### config.mk
export PLATFORM = sky130hd
export DESIGN_NAME = tmr_timer
export DESIGN_NICKNAME = d
export VERILOG_FILES = /design/src/rtl/tmr_pkg.sv /design/src/rtl/tmr_timer.sv
export VERILOG_INCLUDE_DIRS = /design/src /design/src/rtl
export SDC_FILE = /design/constraint.sdc
export NUM_CORES = 1
export LEC_CHECK = 0
export BUFFER_PORTS_ARGS = -buffer_cell sky130_fd_sc_hd__buf_4
export CAP_MARGIN = 20
export CORE_MARGIN = 3
export CORE_UTILIZATION = 54
export DETAILED_ROUTE_END_ITERATION = 10
export PLACE_DENSITY = 0.75
export SYNTH_ARGS = -nofsm -noshare
export SYNTH_HDL_FRONTEND = slang
export SYNTH_SLANG_ARGS = --single-unit
### constraint.sdc
create_clock -name mclk_in -period 3.4 [get_ports mclk_in]
set_input_delay 0.17 -clock mclk_in [delete_from_list [all_inputs] [get_ports mclk_in]]
set_output_delay 0.17 -clock mclk_in [all_outputs]
set_load 0.01 [all_outputs]
### src/rtl/tmr_defines.svh
// constants for the sixteen-bit timer: offsets, fields, resets, timing
`ifndef TMR_DEFINES_SVH
`define TMR_DEFINES_SVH

// register offsets
`define TMR_ADDR_CTRL      8'h05
`define TMR_ADDR_IRQ       8'h07
`define TMR_ADDR_CNT_LO    8'h0B
`define TMR_ADDR_CNT_HI    8'h0C

// timer_control fields
`define TMR_CTRL_EXT_EDGE  7
`define TMR_CTRL_EDGE_SEL  6
`define TMR_CTRL_CLK_SRC   5
`define TMR_CTRL_PS_HI     4
`define TMR_CTRL_PS_LO     1
`define TMR_CTRL_RESET     8'h00

// interrupt_status_enable fields
`define TMR_IRQ_PIN_FLAG   6
`define TMR_IRQ_OVF_FLAG   5
`define TMR_IRQ_PIN_EN     2
`define TMR_IRQ_OVF_EN     1
`define TMR_IRQ_RESET      8'h00

// timing: oscillator periods per instruction cycle, edge delay window
`define TMR_TOSC_NS        40
`define TMR_TOSC_PER_INSTR 4
`define TMR_DLY_MIN_TOSC   3
`define TMR_DLY_MAX_TOSC   7

// prescaler width and the code bit that forces 1:256
`define TMR_PS_WIDTH       8
`define TMR_PS_MAX_BIT     3

`endif

### src/rtl/tmr_pkg.sv
// types shared by the sixteen-bit timer
package tmr_pkg;

  // instruction cycle phases, one-hot
  typedef enum logic [3:0] {
    TMR_PH_Q1 = 4'b0001,
    TMR_PH_Q2 = 4'b0010,
    TMR_PH_Q3 = 4'b0100,
    TMR_PH_Q4 = 4'b1000
  } tmr_phase_t;

endpackage

### src/rtl/tmr_timer.sv
// sixteen-bit timer/counter with eight-bit prescaler and register port
//
// Added by the designer: the plain strobed port.
`timescale 1ns/1ns
`include "tmr_defines.svh"

// Function
// external count goes through prescaler first, then syncs to phases
// prescaler output sampled twice per instruction cycle; each transition counts
// count advances 3 to 7 oscillator periods after active pin edge
// 16-bit count reached as two byte registers, one per access
// write to one half blocks that half's increment next cycle only
// any write to either count byte clears the prescaler count
// software loads low byte then high byte, interrupts off
// software re-reads both bytes if low byte went down
// prescale ratio may change while the counter runs
// software should clear prescaler before changing the ratio
// prescaler count is not readable by software
// count bytes at 0Bh and 0Ch, not touched by any reset
// clock source bit picks instruction clock or pin; edge bit picks polarity
// four-bit prescale code gives 1:1 up to 1:256 when top bit set
// count wraps FFFFh to 0000h, setting a maskable overflow flag
// overflow flag clears when the processor vectors to it
// internal mode feeds one pulse per instruction cycle into prescaler
module tmr_timer
  import tmr_pkg::*;
(
  // clock and reset
  input  wire logic       mclk_in,
  input  wire logic       rst_in,
  // register port
  input  wire logic [7:0] addr_in,
  input  wire logic [7:0] wdata_in,
  input  wire logic       wr_in,
  input  wire logic       rd_in,
  output logic      [7:0] rdata_out,
  // external count pin, asynchronous
  input  wire logic       external_count_pin_in,
  // processor vectoring to the overflow interrupt
  input  wire logic       ovf_vector_ack_in,
  // interrupt request, level
  output logic            irq_out
);

  // ratio minus one for a prescale code
  function automatic logic [7:0] ps_limit(input logic [3:0] code);
    logic [7:0] lim;
    lim = 8'h00;
    if (code[`TMR_PS_MAX_BIT]) begin
      lim = 8'hFF;
    end else begin
      lim = 8'(({1'b0, 8'h01} << code[2:0]) - 9'h001);
    end
    return lim;
  endfunction

  // address hit for a write
  function automatic logic wr_hit(input logic w, input logic [7:0] a,
                                  input logic [7:0] target);
    return w && (a == target);
  endfunction

  tmr_phase_t  phase_reg;
  tmr_phase_t  phase_next;
  logic [7:0]  ctrl_reg;
  logic        pin_flag_reg;
  logic        ovf_flag_reg;
  logic        pin_en_reg;
  logic        ovf_en_reg;
  logic [7:0]  cnt_lo_reg;
  logic [7:0]  cnt_hi_reg;
  logic        lo_inh_reg;
  logic        hi_inh_reg;
  logic        pin_s1_reg;
  logic        pin_s2_reg;
  logic        pin_prev_reg;
  logic [7:0]  ps_cnt_reg;
  logic        prescaler_output;
  logic        ps_samp_reg;
  logic        ps_last_reg;
  logic [7:0]  rdata_reg;
  logic        edge_select;
  logic        clock_source_select;
  logic [3:0]  prescale_select;
  logic        pin_edge;
  logic        ps_in;
  logic        instr_tick;
  logic        sample_tick;
  logic        count_inc;
  logic        wr_lo;
  logic        wr_hi;
  logic        wr_ctrl;
  logic        wr_irq;
  logic        lo_step;
  logic        hi_step;
  logic        ovf_event;

  assign edge_select         = ctrl_reg[`TMR_CTRL_EDGE_SEL];
  assign clock_source_select = ctrl_reg[`TMR_CTRL_CLK_SRC];
  assign prescale_select     = ctrl_reg[`TMR_CTRL_PS_HI:`TMR_CTRL_PS_LO];

  // write decode
  assign wr_ctrl = wr_hit(wr_in, addr_in, `TMR_ADDR_CTRL);
  assign wr_irq  = wr_hit(wr_in, addr_in, `TMR_ADDR_IRQ);
  assign wr_lo   = wr_hit(wr_in, addr_in, `TMR_ADDR_CNT_LO);
  assign wr_hi   = wr_hit(wr_in, addr_in, `TMR_ADDR_CNT_HI);

  // four-phase instruction cycle sequencer
  always_comb begin
    phase_next = TMR_PH_Q1;
    unique case (phase_reg)
      TMR_PH_Q1: phase_next = TMR_PH_Q2;
      TMR_PH_Q2: phase_next = TMR_PH_Q3;
      TMR_PH_Q3: phase_next = TMR_PH_Q4;
      TMR_PH_Q4: phase_next = TMR_PH_Q1;
      default:   phase_next = TMR_PH_Q1;
    endcase
  end

  always_ff @(posedge mclk_in) begin
    if (rst_in) begin
      phase_reg <= TMR_PH_Q1;
    end else begin
      phase_reg <= phase_next;
    end
  end

  // one pulse per four oscillator periods
  assign instr_tick  = (phase_reg == TMR_PH_Q4);
  // two sample points per instruction cycle
  assign sample_tick = (phase_reg == TMR_PH_Q2) || (phase_reg == TMR_PH_Q4);

  // pin synchroniser; only the second and third stages feed logic
  always_ff @(posedge mclk_in) begin
    if (rst_in) begin
      pin_s1_reg   <= 1'b0;
      pin_s2_reg   <= 1'b0;
      pin_prev_reg <= 1'b0;
    end else begin
      pin_s1_reg   <= external_count_pin_in;
      pin_s2_reg   <= pin_s1_reg;
      pin_prev_reg <= pin_s2_reg;
    end
  end

  // selected pin polarity
  assign pin_edge = edge_select ? (pin_s2_reg && !pin_prev_reg)
                                : (!pin_s2_reg && pin_prev_reg);

  // prescaler input: instruction clock or pin edge
  assign ps_in = clock_source_select ? instr_tick : pin_edge;

  // prescaler; its output toggles once per ratio of input pulses.
  // the count is never put on the read path
  always_ff @(posedge mclk_in) begin
    if (rst_in) begin
      ps_cnt_reg       <= 8'h00;
      prescaler_output <= 1'b0;
    end else if (wr_lo || wr_hi) begin
      ps_cnt_reg <= 8'h00;
    end else if (ps_in) begin
      // ratio is read live, so a change takes hold at once
      if (ps_cnt_reg == ps_limit(prescale_select)) begin
        ps_cnt_reg       <= 8'h00;
        prescaler_output <= !prescaler_output;
      end else begin
        ps_cnt_reg <= ps_cnt_reg + 8'h01;
      end
    end
  end

  // sample prescaler output at the two sample phases
  always_ff @(posedge mclk_in) begin
    if (rst_in) begin
      ps_samp_reg <= 1'b0;
      ps_last_reg <= 1'b0;
    end else begin
      if (sample_tick) begin
        ps_samp_reg <= prescaler_output;
      end
      ps_last_reg <= ps_samp_reg;
    end
  end

  // either transition of the sampled output advances the count;
  // worst-case latency from pin edge stays within the delay window
  assign count_inc = (ps_samp_reg != ps_last_reg);

  // write-inhibit markers, one cycle after each byte write
  always_ff @(posedge mclk_in) begin
    if (rst_in) begin
      lo_inh_reg <= 1'b0;
      hi_inh_reg <= 1'b0;
    end else begin
      lo_inh_reg <= wr_lo;
      hi_inh_reg <= wr_hi;
    end
  end

  assign lo_step   = count_inc && !wr_lo && !lo_inh_reg;
  assign hi_step   = lo_step && (cnt_lo_reg == 8'hFF)
                     && !wr_hi && !hi_inh_reg;
  assign ovf_event = hi_step && (cnt_hi_reg == 8'hFF);

  // main_counter low byte; no reset so value survives all resets
  always_ff @(posedge mclk_in) begin
    if (wr_lo) begin
      cnt_lo_reg <= wdata_in;
    end else if (lo_step) begin
      cnt_lo_reg <= cnt_lo_reg + 8'h01;
    end
  end

  // main_counter high byte; no reset, same as low byte
  always_ff @(posedge mclk_in) begin
    if (wr_hi) begin
      cnt_hi_reg <= wdata_in;
    end else if (hi_step) begin
      cnt_hi_reg <= cnt_hi_reg + 8'h01;
    end
  end

  // timer_control register
  always_ff @(posedge mclk_in) begin
    if (rst_in) begin
      ctrl_reg <= `TMR_CTRL_RESET;
    end else if (wr_ctrl) begin
      ctrl_reg <= {wdata_in[7:1], 1'b0}; // bit 0 unimplemented
    end
  end

  // interrupt enables
  always_ff @(posedge mclk_in) begin
    if (rst_in) begin
      pin_en_reg <= 1'b0;
      ovf_en_reg <= 1'b0;
    end else if (wr_irq) begin
      pin_en_reg <= wdata_in[`TMR_IRQ_PIN_EN];
      ovf_en_reg <= wdata_in[`TMR_IRQ_OVF_EN];
    end
  end

  // sticky flags: set wins over write-one clear and vector clear
  always_ff @(posedge mclk_in) begin
    if (rst_in) begin
      ovf_flag_reg <= 1'b0;
      pin_flag_reg <= 1'b0;
    end else begin
      if (ovf_event) begin
        ovf_flag_reg <= 1'b1;
      end else if (ovf_vector_ack_in ||
                   (wr_irq && wdata_in[`TMR_IRQ_OVF_FLAG])) begin
        ovf_flag_reg <= 1'b0;
      end
      if (pin_edge) begin
        pin_flag_reg <= 1'b1;
      end else if (wr_irq && wdata_in[`TMR_IRQ_PIN_FLAG]) begin
        pin_flag_reg <= 1'b0;
      end
    end
  end

  // level interrupt while an enabled flag stands
  assign irq_out = (ovf_flag_reg && ovf_en_reg) || (pin_flag_reg && pin_en_reg);

  // read data, valid the cycle after the strobe only
  always_ff @(posedge mclk_in) begin
    if (rst_in) begin
      rdata_reg <= 8'h00;
    end else if (rd_in) begin
      unique case (addr_in)
        `TMR_ADDR_CTRL:   rdata_reg <= ctrl_reg;
        `TMR_ADDR_IRQ:    rdata_reg <= {1'b0, pin_flag_reg, ovf_flag_reg, 2'b00,
                                        pin_en_reg, ovf_en_reg, 1'b0};
        `TMR_ADDR_CNT_LO: rdata_reg <= cnt_lo_reg;
        `TMR_ADDR_CNT_HI: rdata_reg <= cnt_hi_reg;
        default:          rdata_reg <= 8'h00;
      endcase
    end else begin
      rdata_reg <= 8'h00;
    end
  end

  assign rdata_out = rdata_reg;

endmodule // tmr_timer

Yosys cells after proc, flatten, opt, wreduce, memory -nomap -nowiden:

Index checks and enable logic that the tools add are counted.

* bits of input ports: 22
* bits in registers: 55
* output and inout port bits: 9
* logic and storage cells: 88

* equality and inequality tests: 12
* reduce and logical (&&, ||, !) cells: 34
* shifts and indexed selects: 1
* multiplexer cells: 17
* bitwise gates (word level): 2
* add/subtract/negate cells: 4

Operators with widths (count)
* 8-bit two-way mux: 9
* 8-bit case mux with 4 select lines: 1
* 8-bit by 1-bit adder with 8-bit output (second input constant): 3
* 8-bit by 3-bit equality test with 1-bit output (second input constant): 2
* 8-bit by 4-bit equality test with 1-bit output (second input constant): 2
* 8-bit equality test (second input constant): 2
* 1-bit logical AND: 16
* 4-bit case mux with 3 select lines: 1
* 8-bit equality test: 1
* 2-bit nonzero test: 4
* 1-bit by 3-bit left shift with 8-bit output (first input constant): 1
* 8-bit by 1-bit subtractor with 8-bit output (second input constant): 1
* 1-bit zero test: 7
* 1-bit two-way mux: 6
* 4-bit by 1-bit equality test with 1-bit output (second input constant): 1
* 4-bit by 2-bit equality test with 1-bit output (second input constant): 1
* 4-bit by 3-bit equality test with 1-bit output (second input constant): 1
* 4-bit equality test (second input constant): 1
* 1-bit logical OR: 4
* 2-bit OR reduction: 2
* 3-bit AND reduction: 1
* 1-bit inverter: 2
* 1-bit != test: 1

Longest topological paths before layout:

Gate-level depths: netlist (run 1).

* depth in word-level cells: 10
* mapped depth: 10
* depth with buffers taken out: 9

Worst setup path before layout (run 1):

Ideal clock, no wire load.

* kind: flip-flop to flip-flop
* from: register ctrl_reg[1]
* to: register prescaler_output
* period minus slack after synthesis: 2.548 ns
* arrival time: 2.425 ns
* library setup time: 0.123 ns
* path slack: 0.852 ns
* stages on the path, launching flop included: 9
* data required time: 3.277 ns
* path buffers: 1
* cells stage by stage: dfxtp_1 -> buf_2 -> or3_4 -> ha_1 -> a21o_1 -> a211oi_2 -> xnor2_1 -> or4_1 -> mux2_1

* longest elaborated chain between the ends: 8

RTL lines
* start: declaration: RTL line tmr_timer.sv:65 `logic [7:0] ctrl_reg;`
* start signal: assignment: RTL line tmr_timer.sv:226 `` ctrl_reg <= `TMR_CTRL_RESET; ``
* start signal: assignment: RTL line tmr_timer.sv:228 `ctrl_reg <= {wdata_in[7:1], 1'b0};`
* 1-bit by 3-bit left shift with 8-bit output: RTL line tmr_timer.sv:52 `lim = 8'(({1'b0, 8'h01} << code[2:0]) - 9'h001);`
* 8-bit by 1-bit subtractor with 8-bit output: RTL line tmr_timer.sv:52
* 8-bit two-way mux: RTL line tmr_timer.sv:49 `` if (code[`TMR_PS_MAX_BIT]) begin ``
* 8-bit two-way mux: RTL line tmr_timer.sv:161 `end else if (ps_in) begin`
* 8-bit two-way mux: RTL line tmr_timer.sv:159 `end else if (wr_lo || wr_hi) begin`
* 8-bit two-way mux: RTL line tmr_timer.sv:156 `if (rst_in) begin`
* 8-bit equality test: RTL line tmr_timer.sv:163 `if (ps_cnt_reg == ps_limit(prescale_select)) begin`
* 3-bit AND reduction (no source line)
* end signal: assignment: RTL line tmr_timer.sv:165 `prescaler_output <= !prescaler_output;`
* end: declaration: RTL line tmr_timer.sv:78 `logic prescaler_output;`

No other way between the ends. The select of a mux whose other input is x is not followed.
A chain may end at the register's enable or synchronous reset.

Worst setup path in the final report (run 1):

* from: register ctrl_reg[3]
* to: register prescaler_output

Same word-level chain as after synthesis.

==> metrics.yaml, run 1 <==
status:
  outcome: "complete, no violations"
critical_path:
  max_stage_delay_ps: 540
  crit_path_max_fanout: 12
  cp-start-kind: "register"
  crit_path_top_delay_cell: "or4_1"
  r2r-end: "prescaler_output$_SDFFE_PP0P_"
  crit_type: "register to register"
  startpoint: "ctrl_reg[3]$_SDFFE_PP0P_"
  r2r_setup_slack_ps: 730
  path_cells: "or3_4, ha_1, a21o_1, a211oi_2, xnor2_1, or4_1, mux2_1"
  end_kind: "register"
  cp.required_ps: 3600
  r2r_cells: 7
  cp.arrival_ps: 2870
  r2r_start: "ctrl_reg[3]$_SDFFE_PP0P_"
hold_path:
  hp-start: "external_count_pin_in"
  hold-path-endpoint: "pin_s1_reg$_SDFF_PP0_"
  hold-path-cell-count: 2
  min-delay-path-class: "primary input to register"
drt:
  routedWlPerCell_um: 15.2
  drc_errors: 0
  via_per_inst: 5.72
  ant_nets: 0
  drtPass1Iterations: 4
  routed_wl_um: 6080
  vias: 2284
  first_iter_violations: 183
place:
  post-place-cells: 391
  hpwl_um: 4450
  gp_congestion: 0.875
  pre_cts_slack_ps: 756
  portBuffers: 30
timing:
  min_period_over_period: 0.786
  tightest_slew_ps: 1020
  clock_skew_ps: 11.0
  timing.setup.tns_ps: 0
  layout_setup_ws_ps: 727
  setup_viol: 0
  maxSlewHeadroom: 0.311
  rsz0062_at_grt: "no"
  slew_viol_final: 0
  hold_viol_final: 0
  max_freq_ghz: 0.374
  hold_slack_ps: 80.1
  period_minus_slack_ps: 2670
die:
  coreArea_mm2: 0.00482
  start_util: 0.569
  die-area_mm2: 0.00597
  die_h_um: 77.2
  fp.dieW_um: 77.2
  num_rows: 25
  ios: 31
final_layout:
  drive_gt1_frac: 0.145
  area_growth_pct: 13.6
  multi_input_area_mm2: 0.00141
  seq_area_mm2: 0.00126
  nNetsFinal: 357
  diodes: 0
  instances_no_fill: 399
  fillers: 446
grt:
  antenna_found_initial: 0
  grt_max_degree: 24
  grt.overflow.total: 0
  grt_usage: 0.216
  grt_pass1_wl_um: 10400
  grt_pass1_vias: 2209
logic_synthesis:
  synthFlopType: "dfxtp_1"
  syn_inst: 305
  synthArstFlopShare: 0
  synth_area_leaders: "dfxtp_1, edfxtp_1, a21oi_1"
  synth_top_area_frac: 0.285
  ys_types: 46
  mappedNetlistNets: 331
  synth.largest_area_cell: "dfxtp_1"
  syn_avg_cell_area_um2: 8.98
  yosysSeqAreaShare: 0.460
  yosys_warnings: 0
  synth_enable_flop_cells: 16
  ys_seq_elements: 55
  syn_area_mm2: 0.00274
clocking:
  clkSlewWorstSetupHoldPaths_ps: 100
  cts_tree: "built"
  ctsHoldBuffers: 0
  cts_made_buffers: 5
  clock-sinks: 55
  cts-root-buf: "clkbuf_8"
  clockBufferDepth: 2
  worstSkewPairLatency_ps: 310
  post-cts-setup-buffer-count: 0
  post_cts_resized: 0
  cts_max_level: 2
pwr:
  p_total_w: 0.00115
  leakagePower_nw: 1.14
  power_density_mw_per_mm2: 368
  vdd_drop_max_mv: 0.286
run:
  cap_violations: 0
## where the power goes
part	internal, W	leakage [nW]	switching [W]
Clock	0.000186	0.0515	0.000197
Combinational	0.0000345	0.626	0.0000370
Sequential	0.000681	0.459	0.00000912
## stage by stage
stage	util	cell area, µm²
after floorplan	-	2740
after global placement	0.625	3010
after detailed placement	0.625	3010
after CTS	0.646	3110
after global routing	0.646	3110
final	0.646	3110
## worst max-delay path, delay by kind of cell, from the launching register on
family	cells	cell delay, ps
fa+ha+maj	1	280
compound gates	2	440
mux	1	320
xor+xnor	1	120
simple gates	2	950
flops	1	460
## placed cells by master (no fill, tap or decap), types with 3 or more instances in the layout
| cell | synthesis | layout |
|---|---|---|
| dfxtp_1 | 39 | 39 |
| nor2_1 | 34 | 34 |
| a21oi_1 | 34 | 34 |
| buf_4 | 1 | 33 |
| nand2_1 | 26 | 26 |
| nand3_1 | 22 | 22 |
| xor2_1 | 18 | 18 |
| edfxtp_1 | 16 | 16 |
| nor2b_1 | 12 | 12 |
| nor3_1 | 12 | 12 |
| a22oi_1 | 10 | 10 |
| xnor2_1 | 8 | 8 |
| and3_1 | 8 | 8 |
| clkbuf_8 | 0 | 7 |
| nand4_1 | 6 | 6 |
| ha_1 | 4 | 4 |
| nand3b_1 | 3 | 3 |
| o21ai_0 | 3 | 3 |
| nor3b_1 | 3 | 3 |
## synthesized netlist by cell type, drive strengths merged, types with 3 or more instances
| cell | number |
|---|---|
| a22oi | 10 |
| xor2 | 18 |
| o21ai | 4 |
| nor3 | 12 |
| mux2 | 3 |
| buf | 5 |
| nand4 | 6 |
| nor2b | 12 |
| nor4 | 4 |
| ha | 4 |
| nand3 | 22 |
| nand3b | 3 |
| nand2 | 26 |
| nor2 | 34 |
| xnor2 | 8 |
| dfxtp | 39 |
| and3 | 8 |
| nor3b | 4 |
| a21oi | 34 |
| clkbuf | 9 |
| edfxtp | 16 |
## routing by layer
| metal | vias up | share of wire | GRT usage |
|---|---|---|---|
| li1 | 1148 | - | - |
| met1 | 1044 | 0.45 | 0.302 |
| met2 | 81 | 0.45 | 0.336 |
| met3 | 11 | 0.079 | 0.0423 |
| met4 | 0 | 0.015 | 0.0658 |
| met5 | - | 0 | 0 |
## layout make-up
type | count | share of cell area
Multi-Input combinational cell | 234 | 0.454
Sequential cell | 55 | 0.405
Timing Repair Buffer | 33 | 0.0796
Clock buffer | 8 | 0.0322
Tap cell | 67 | 0.0269
Inverter | 2 | 0.00241
## worst max-delay path by stage
stage / end / depth (start not counted) / slack [ps]
3_5_place_dp: prescaler_output$_SDFFE_PP0P_ / 7 / 760
2_1_floorplan: prescaler_output$_SDFFE_PP0P_ / 8 / 850
4_1_cts: prescaler_output$_SDFFE_PP0P_ / 7 / 730
3_3_place_gp: prescaler_output$_SDFFE_PP0P_ / 7 / 830
6_report: prescaler_output$_SDFFE_PP0P_ / 7 / 730
5_1_grt: ps_cnt_reg[7]$_SDFFE_PP0P_ / 8 / 510
## kinds of logic after synthesis
logic type,synth area share
xor+xnor,0.0831
fa+ha+maj,0.0183
buf+inv,0.0247
simple gates,0.264
compound gates,0.130
flops,0.460
mux,0.0196
Note: power is estimated with default switching activity, not from simulation.
==> run 2: changes to the inputs <==
==> constraint.sdc (replaced) <==
create_clock -name mclk_in -period 2.5 [get_ports mclk_in]
set_input_delay 0.125 -clock mclk_in [delete_from_list [all_inputs] [get_ports mclk_in]]
set_output_delay 0.125 -clock mclk_in [all_outputs]
set_load 0.01 [all_outputs]
==> run 2 against run 1 <==
  * Hold slack worse by 56 ps
  * Sequential share of layout area shrank 1.0 points
  * Sequential power rose by 36%
  * Combinational power grew 41%
  * Utilization increased by 1.6 points
  * Global-route usage rose by 0.60 points
  * Clock power increased by 30%
  * Total power up 35%
==> metrics.yaml, run 2 (same netlist as run 1, synthesis figures left out) <==
status:
  outcome: "complete, no violations"
timing:
  period_minus_slack_ps: 2420  # -251 ps
  max_freq_ghz: 0.413  # +10%
  slew_viol_final: 0  # unchanged
  clock_skew_ps: 10.1  # -0.916 ps
  maxSlewHeadroom: 0.551  # +0.240
  timing.setup.tns_ps: 0  # unchanged
  layout_setup_ws_ps: 77.5  # -649 ps
  tightest_slew_ps: 668  # -355 ps
  hold_viol_final: 0  # unchanged
  min_period_over_period: 0.969  # +0.183
  setup_viol: 0  # unchanged
clocking:
  cts_max_level: 2  # unchanged
  post-cts-setup-buffer-count: 0  # unchanged
  cts-root-buf: "clkbuf_8"
  worstSkewPairLatency_ps: 310  # about the same
  clock-sinks: 55  # unchanged
  cts_made_buffers: 5  # unchanged
  cts_tree: "built"
  clkSlewWorstSetupHoldPaths_ps: 100  # about the same
  clockBufferDepth: 2  # unchanged
place:
  gp_congestion: 0.862  # -1.5%
  pre_cts_slack_ps: 54.5  # -702 ps
  portBuffers: 30  # unchanged
  dpl_cell_area_mm2: 0.00308  # +2.2%
  post-place-cells: 398  # +1.8%
  hpwl_um: 4630  # +4.0%
drt:
  via_per_inst: 5.76  # +0.61%
  ant_nets: 0  # unchanged
  routed_wl_um: 6370  # +4.8%
  drtPass1Iterations: 4  # unchanged
  vias: 2344  # +2.6%
  drc_errors: 0  # unchanged
  first_iter_violations: 232  # +27%
  routedWlPerCell_um: 15.6  # +2.8%
grt:
  grt_pass1_wl_um: 10600  # +1.9%
  grt_max_degree: 24  # unchanged
  grt_usage: 0.222  # +0.00604
  antenna_found_initial: 0  # unchanged
  grt.overflow.total: 0  # unchanged
  grt_pass1_vias: 2264  # +2.5%
final_layout:
  fillers: 404  # -9.4%
  seq_area_mm2: 0.00126  # unchanged
  area_growth_pct: 16.4
  final_area_mm2: 0.00319  # +2.5%
  multi_input_area_mm2: 0.00144  # +2.0%
  drive_gt1_frac: 0.179  # +0.0348
  mostFrequentLayoutCells: "buf_4, dfxtp_1, a21oi_1"
  instances_no_fill: 407  # +2.0%
  nNetsFinal: 365  # +2.2%
  layout_commonest_cell: "buf_4"
  diodes: 0  # unchanged
die:
  die_h_um: 77.2  # unchanged
  ios: 31  # unchanged
  die-area_mm2: 0.00597  # unchanged
  fp.dieW_um: 77.2  # unchanged
  coreArea_mm2: 0.00482  # unchanged
  start_util: 0.569  # unchanged
  num_rows: 25  # unchanged
critical_path:
  end_kind: "register"
  cp-start-kind: "register"
  crit_path_max_fanout: 6  # -6
  cp.required_ps: 2710  # -890 ps
  crit_type: "register to register"
  cp.arrival_ps: 2630  # -240 ps
hold_path:
  min-delay-path-class: "primary input to register"
run:
  cap_violations: 0  # unchanged
pwr:
  leakagePower_nw: 1.17  # +3.3%
  vdd_drop_max_mv: 0.394  # +38%
  power_density_mw_per_mm2: 483  # +31%
[run 2: path summary, 6_finish.rpt]
kind / startpoint / end / slack [ps] / cells past startpoint
max reg2reg: ctrl_reg[1]$_SDFFE_PP0P_ / prescaler_output$_SDFFE_PP0P_ / 80 / 7
min reg2reg: pin_s1_reg$_SDFF_PP0_ / pin_s2_reg$_SDFF_PP0_ / 450 / 1
min: external_count_pin_in / pin_s1_reg$_SDFF_PP0_ / 20 / 2
max: ctrl_reg[1]$_SDFFE_PP0P_ / prescaler_output$_SDFFE_PP0P_ / 80 / 7
[run 2: routing by layer]
layer	global-route usage	share of wire	vias up
li1	-	-	1165
met1	0.313	0.47	1089
met2	0.342	0.45	84
met3	0.0423	0.071	6
met4	0.0712	0.0089	0
met5	0	0	-
[run 2: area by class of cell]
| type | instances | area share |
|---|---|---|
| clock buffers | 5 | 0.0216 |
| clock inverters | 3 | 0.00706 |
| repair buffers | 41 | 0.0965 |
| flip-flops and latches | 55 | 0.395 |
| multi-input cells | 234 | 0.451 |
| well taps | 67 | 0.0263 |
| inverters | 2 | 0.00235 |
[run 2: metrics by stage]
stage          total power, W  hold WS [ps]  utilization
2_1_floorplan         0.00101           253            -
3_3_place_gp          0.00106           339        0.639
3_5_place_dp          0.00106           353        0.639
4_1_cts               0.00156          22.3        0.658
5_1_grt               0.00161          33.4        0.662
6_report              0.00154          24.0        0.662
[run 2: timing repair]
item | in CTS | in global routing
setup endpoints to repair | 0 | 1
hold buffers | 0 | 0
resized for setup | 0 | 3
[run 2: worst max-delay path, cell delays in order (launching register included)]
cell,delay (ps)
dfxtp_1,320
or3_4,420
ha_4,200
a21o_1,180
a211oi_2,210
xnor2_1,130
or4_1,540
mux2_1,330
[run 2: report_power, final]
part | switching (W) | total [W] | internal [W]
logic | 0.0000523 | 0.000101 | 0.0000486
clock network | 0.000299 | 0.000501 | 0.000202
registers | 0.0000135 | 0.000940 | 0.000926
total | 0.000365 | 0.00154 | 0.00118
==> run 3: changes to the inputs <==
==> constraint.sdc (replaced) <==
create_clock -name mclk_in -period 2.3 [get_ports mclk_in]
set_input_delay 0.115 -clock mclk_in [delete_from_list [all_inputs] [get_ports mclk_in]]
set_output_delay 0.115 -clock mclk_in [all_outputs]
set_load 0.01 [all_outputs]
==> run 3 against run 2 <==
  * The run now ends with setup timing left
  * Fmax up 2.3%
  * Clock power up 11%
  * Die area unchanged
  * Via count up 1.9%
  * Utilization up 1.4 points
  * Critical endpoint unchanged
==> metrics.yaml, run 3 (same netlist as run 1, synthesis figures left out) <==
status:
  outcome: "complete, but fails checks"
  violations: "setup timing"
final_layout:
  nNetsFinal: 372  # +1.9%
  area_growth_pct: 18.9
  drive_gt1_frac: 0.202  # +0.0223
  diodes: 0  # unchanged
  layout_commonest_cell: "buf_4"
  instances_no_fill: 414  # +1.7%
  mostFrequentLayoutCells: "buf_4, dfxtp_1, nor2_1, a21oi_1, nand2_1"
timing:
  hold_viol_final: 0  # unchanged
  setup_viol: 1  # +1
  layout_setup_ws_ps: -67.9  # -145 ps
  period_minus_slack_ps: 2370  # -54.6 ps
  min_period_over_period: 1.03  # +0.0605
  rsz0062_at_grt: "yes"
  slew_viol_final: 0  # unchanged
  tightest_slew_ps: 736  # +68.5 ps
  maxSlewHeadroom: 0.504  # -0.0468
  clock_skew_ps: 6.28  # -3.83 ps
  max_freq_ghz: 0.422  # +2.3%
grt:
  grt_max_degree: 24  # unchanged
  grt_pass1_vias: 2265  # +0.044%
  grt_usage: 0.223  # +0.00165
  antenna_found_initial: 0  # unchanged
  grt.overflow.total: 0  # unchanged
  grt_pass1_wl_um: 10700  # +1.6%
critical_path:
  r2r_cells: 7  # unchanged
  startpoint: "ctrl_reg[3]$_SDFFE_PP0P_"
  r2r_setup_slack_ps: -70  # -150 ps
  endpoint: "prescaler_output$_SDFFE_PP0P_"
  r2r-end: "prescaler_output$_SDFFE_PP0P_"
  crit_path_max_fanout: 6  # unchanged
  cp.arrival_ps: 2560  # -70 ps
  cp.required_ps: 2490  # -220 ps
  crit_type: "register to register"
  cp-start-kind: "register"
  end_kind: "register"
  r2r_start: "ctrl_reg[3]$_SDFFE_PP0P_"
die:
  die-area_mm2: 0.00597  # unchanged
  start_util: 0.569  # unchanged
  num_rows: 25  # unchanged
  fp.dieW_um: 77.2  # unchanged
  die_h_um: 77.2  # unchanged
  coreArea_mm2: 0.00482  # unchanged
  ios: 31  # unchanged
clocking:
  cts_tree: "built"
  cts-root-buf: "clkbuf_8"
  ctsHoldBuffers: 0  # unchanged
  clock-sinks: 55  # unchanged
  cts_max_level: 2  # unchanged
  clkSlewWorstSetupHoldPaths_ps: 90  # about the same
  clockBufferDepth: 2  # unchanged
  cts_made_buffers: 5  # unchanged
  worstSkewPairLatency_ps: 300  # about the same
pwr:
  vdd_drop_max_mv: 0.477  # +21%
  p_int_w: 0.00134  # +14%
  p_sw_frac: 0.208  # -0.0293
  clkPwrFrac: 0.329  # +0.004
  p_total_w: 0.00169  # +9.4%
  power.switching_w: 0.000350  # -4.2%
  power_frac_comb: 0.066  # about the same
  power_density_mw_per_mm2: 517  # +7.1%
  seqPwrFrac: 0.605  # -0.004
  leakagePower_nw: 1.22  # +4.2%
place:
  post-place-cells: 405  # +1.8%
  portBuffers: 30  # unchanged
  hpwl_um: 4660  # +0.75%
  gp_congestion: 0.871  # +1.1%
drt:
  routed_wl_um: 6380  # +0.24%
  ant_nets: 0  # unchanged
  first_iter_violations: 173  # -25%
  drc_errors: 0  # unchanged
  routedWlPerCell_um: 15.4  # -1.5%
  via_per_inst: 5.77  # +0.20%
  drtPass1Iterations: 5  # +1
  vias: 2389  # +1.9%
run:
  cap_violations: 0  # unchanged
hold_path:
  min-delay-path-class: "primary input to register"
  hold-path-cell-count: 2  # unchanged
  hp-start: "external_count_pin_in"
[run 3: cell count changes in the layout (fill, tap and decap cells not counted), sizes merged]
| cell | change |
|---|---|
| inv | -2 |
| clkbuf | +2 |
| buf | +8 |
| clkinvlp | -1 |
[run 3: worst min path at each step]
stage and to:
4_1_cts pin_s1_reg$_SDFF_PP0_, 6_report pin_s1_reg$_SDFF_PP0_, 3_3_place_gp pin_s1_reg$_SDFF_PP0_, 2_1_floorplan pin_s1_reg$_SDFF_PP0_, 5_1_grt pin_s1_reg$_SDFF_PP0_, 3_5_place_dp pin_s1_reg$_SDFF_PP0_
[run 3: final cells by class]
cell class	instances	area, µm²
clock buffers	8	100
fillers	389	1560
inverters	2	7.51
multi-input cells	234	1440
flip-flops and latches	55	1260
well taps	67	83.8
repair buffers	48	360
[run 3: critical path, cell delays in order (launching register included)]
cell	delay, ps
dfxtp_2	340
or3_4	400
ha_4	190
a21o_1	160
a211oi_2	200
xnor2_1	120
or4_4	550
mux2_4	310
[run 3: power by group through the flow]
stage	combinational, W	sequential (W)	clock, W
2_1_floorplan	0.0000571	0.00104	0
3_3_place_gp	0.000107	0.00104	0
3_5_place_dp	0.000109	0.00104	0
4_1_cts	0.000111	0.00102	0.000573
5_1_grt	0.000123	0.00102	0.000621
6_report	0.000112	0.00102	0.000554
[run 3: metrics by stage]
step	hold slack, ps	setup TNS, ps	utilization	area [µm²]	setup WS, ps
floorplan	243	-86.1	-	2760	-86.1
global placement	330	-40.6	0.650	3130	-40.6
detailed placement	335	-88.4	0.650	3130	-88.4
CTS	22.9	-71.7	0.674	3250	-71.7
global route	62.1	-795	0.677	3260	-127
finish	30.6	-67.9	0.677	3260	-67.9
[run 3: metal layers]
layer | vias up | share of wire | GRT usage
met5 | - | 0 | 0
met4 | 0 | 0.022 | 0.0854
met3 | 15 | 0.10 | 0.0505
met2 | 107 | 0.44 | 0.340
met1 | 1092 | 0.43 | 0.308
li1 | 1175 | - | -
[run 3: timing repair]
| item | CTS | global route |
|---|---|---|
| endpoints found under the setup margin | 1 | 1 |
| buffers inserted | 0 | 1 |
| resized for setup | 5 | 1 |
| pin swaps | 2 | 1 |
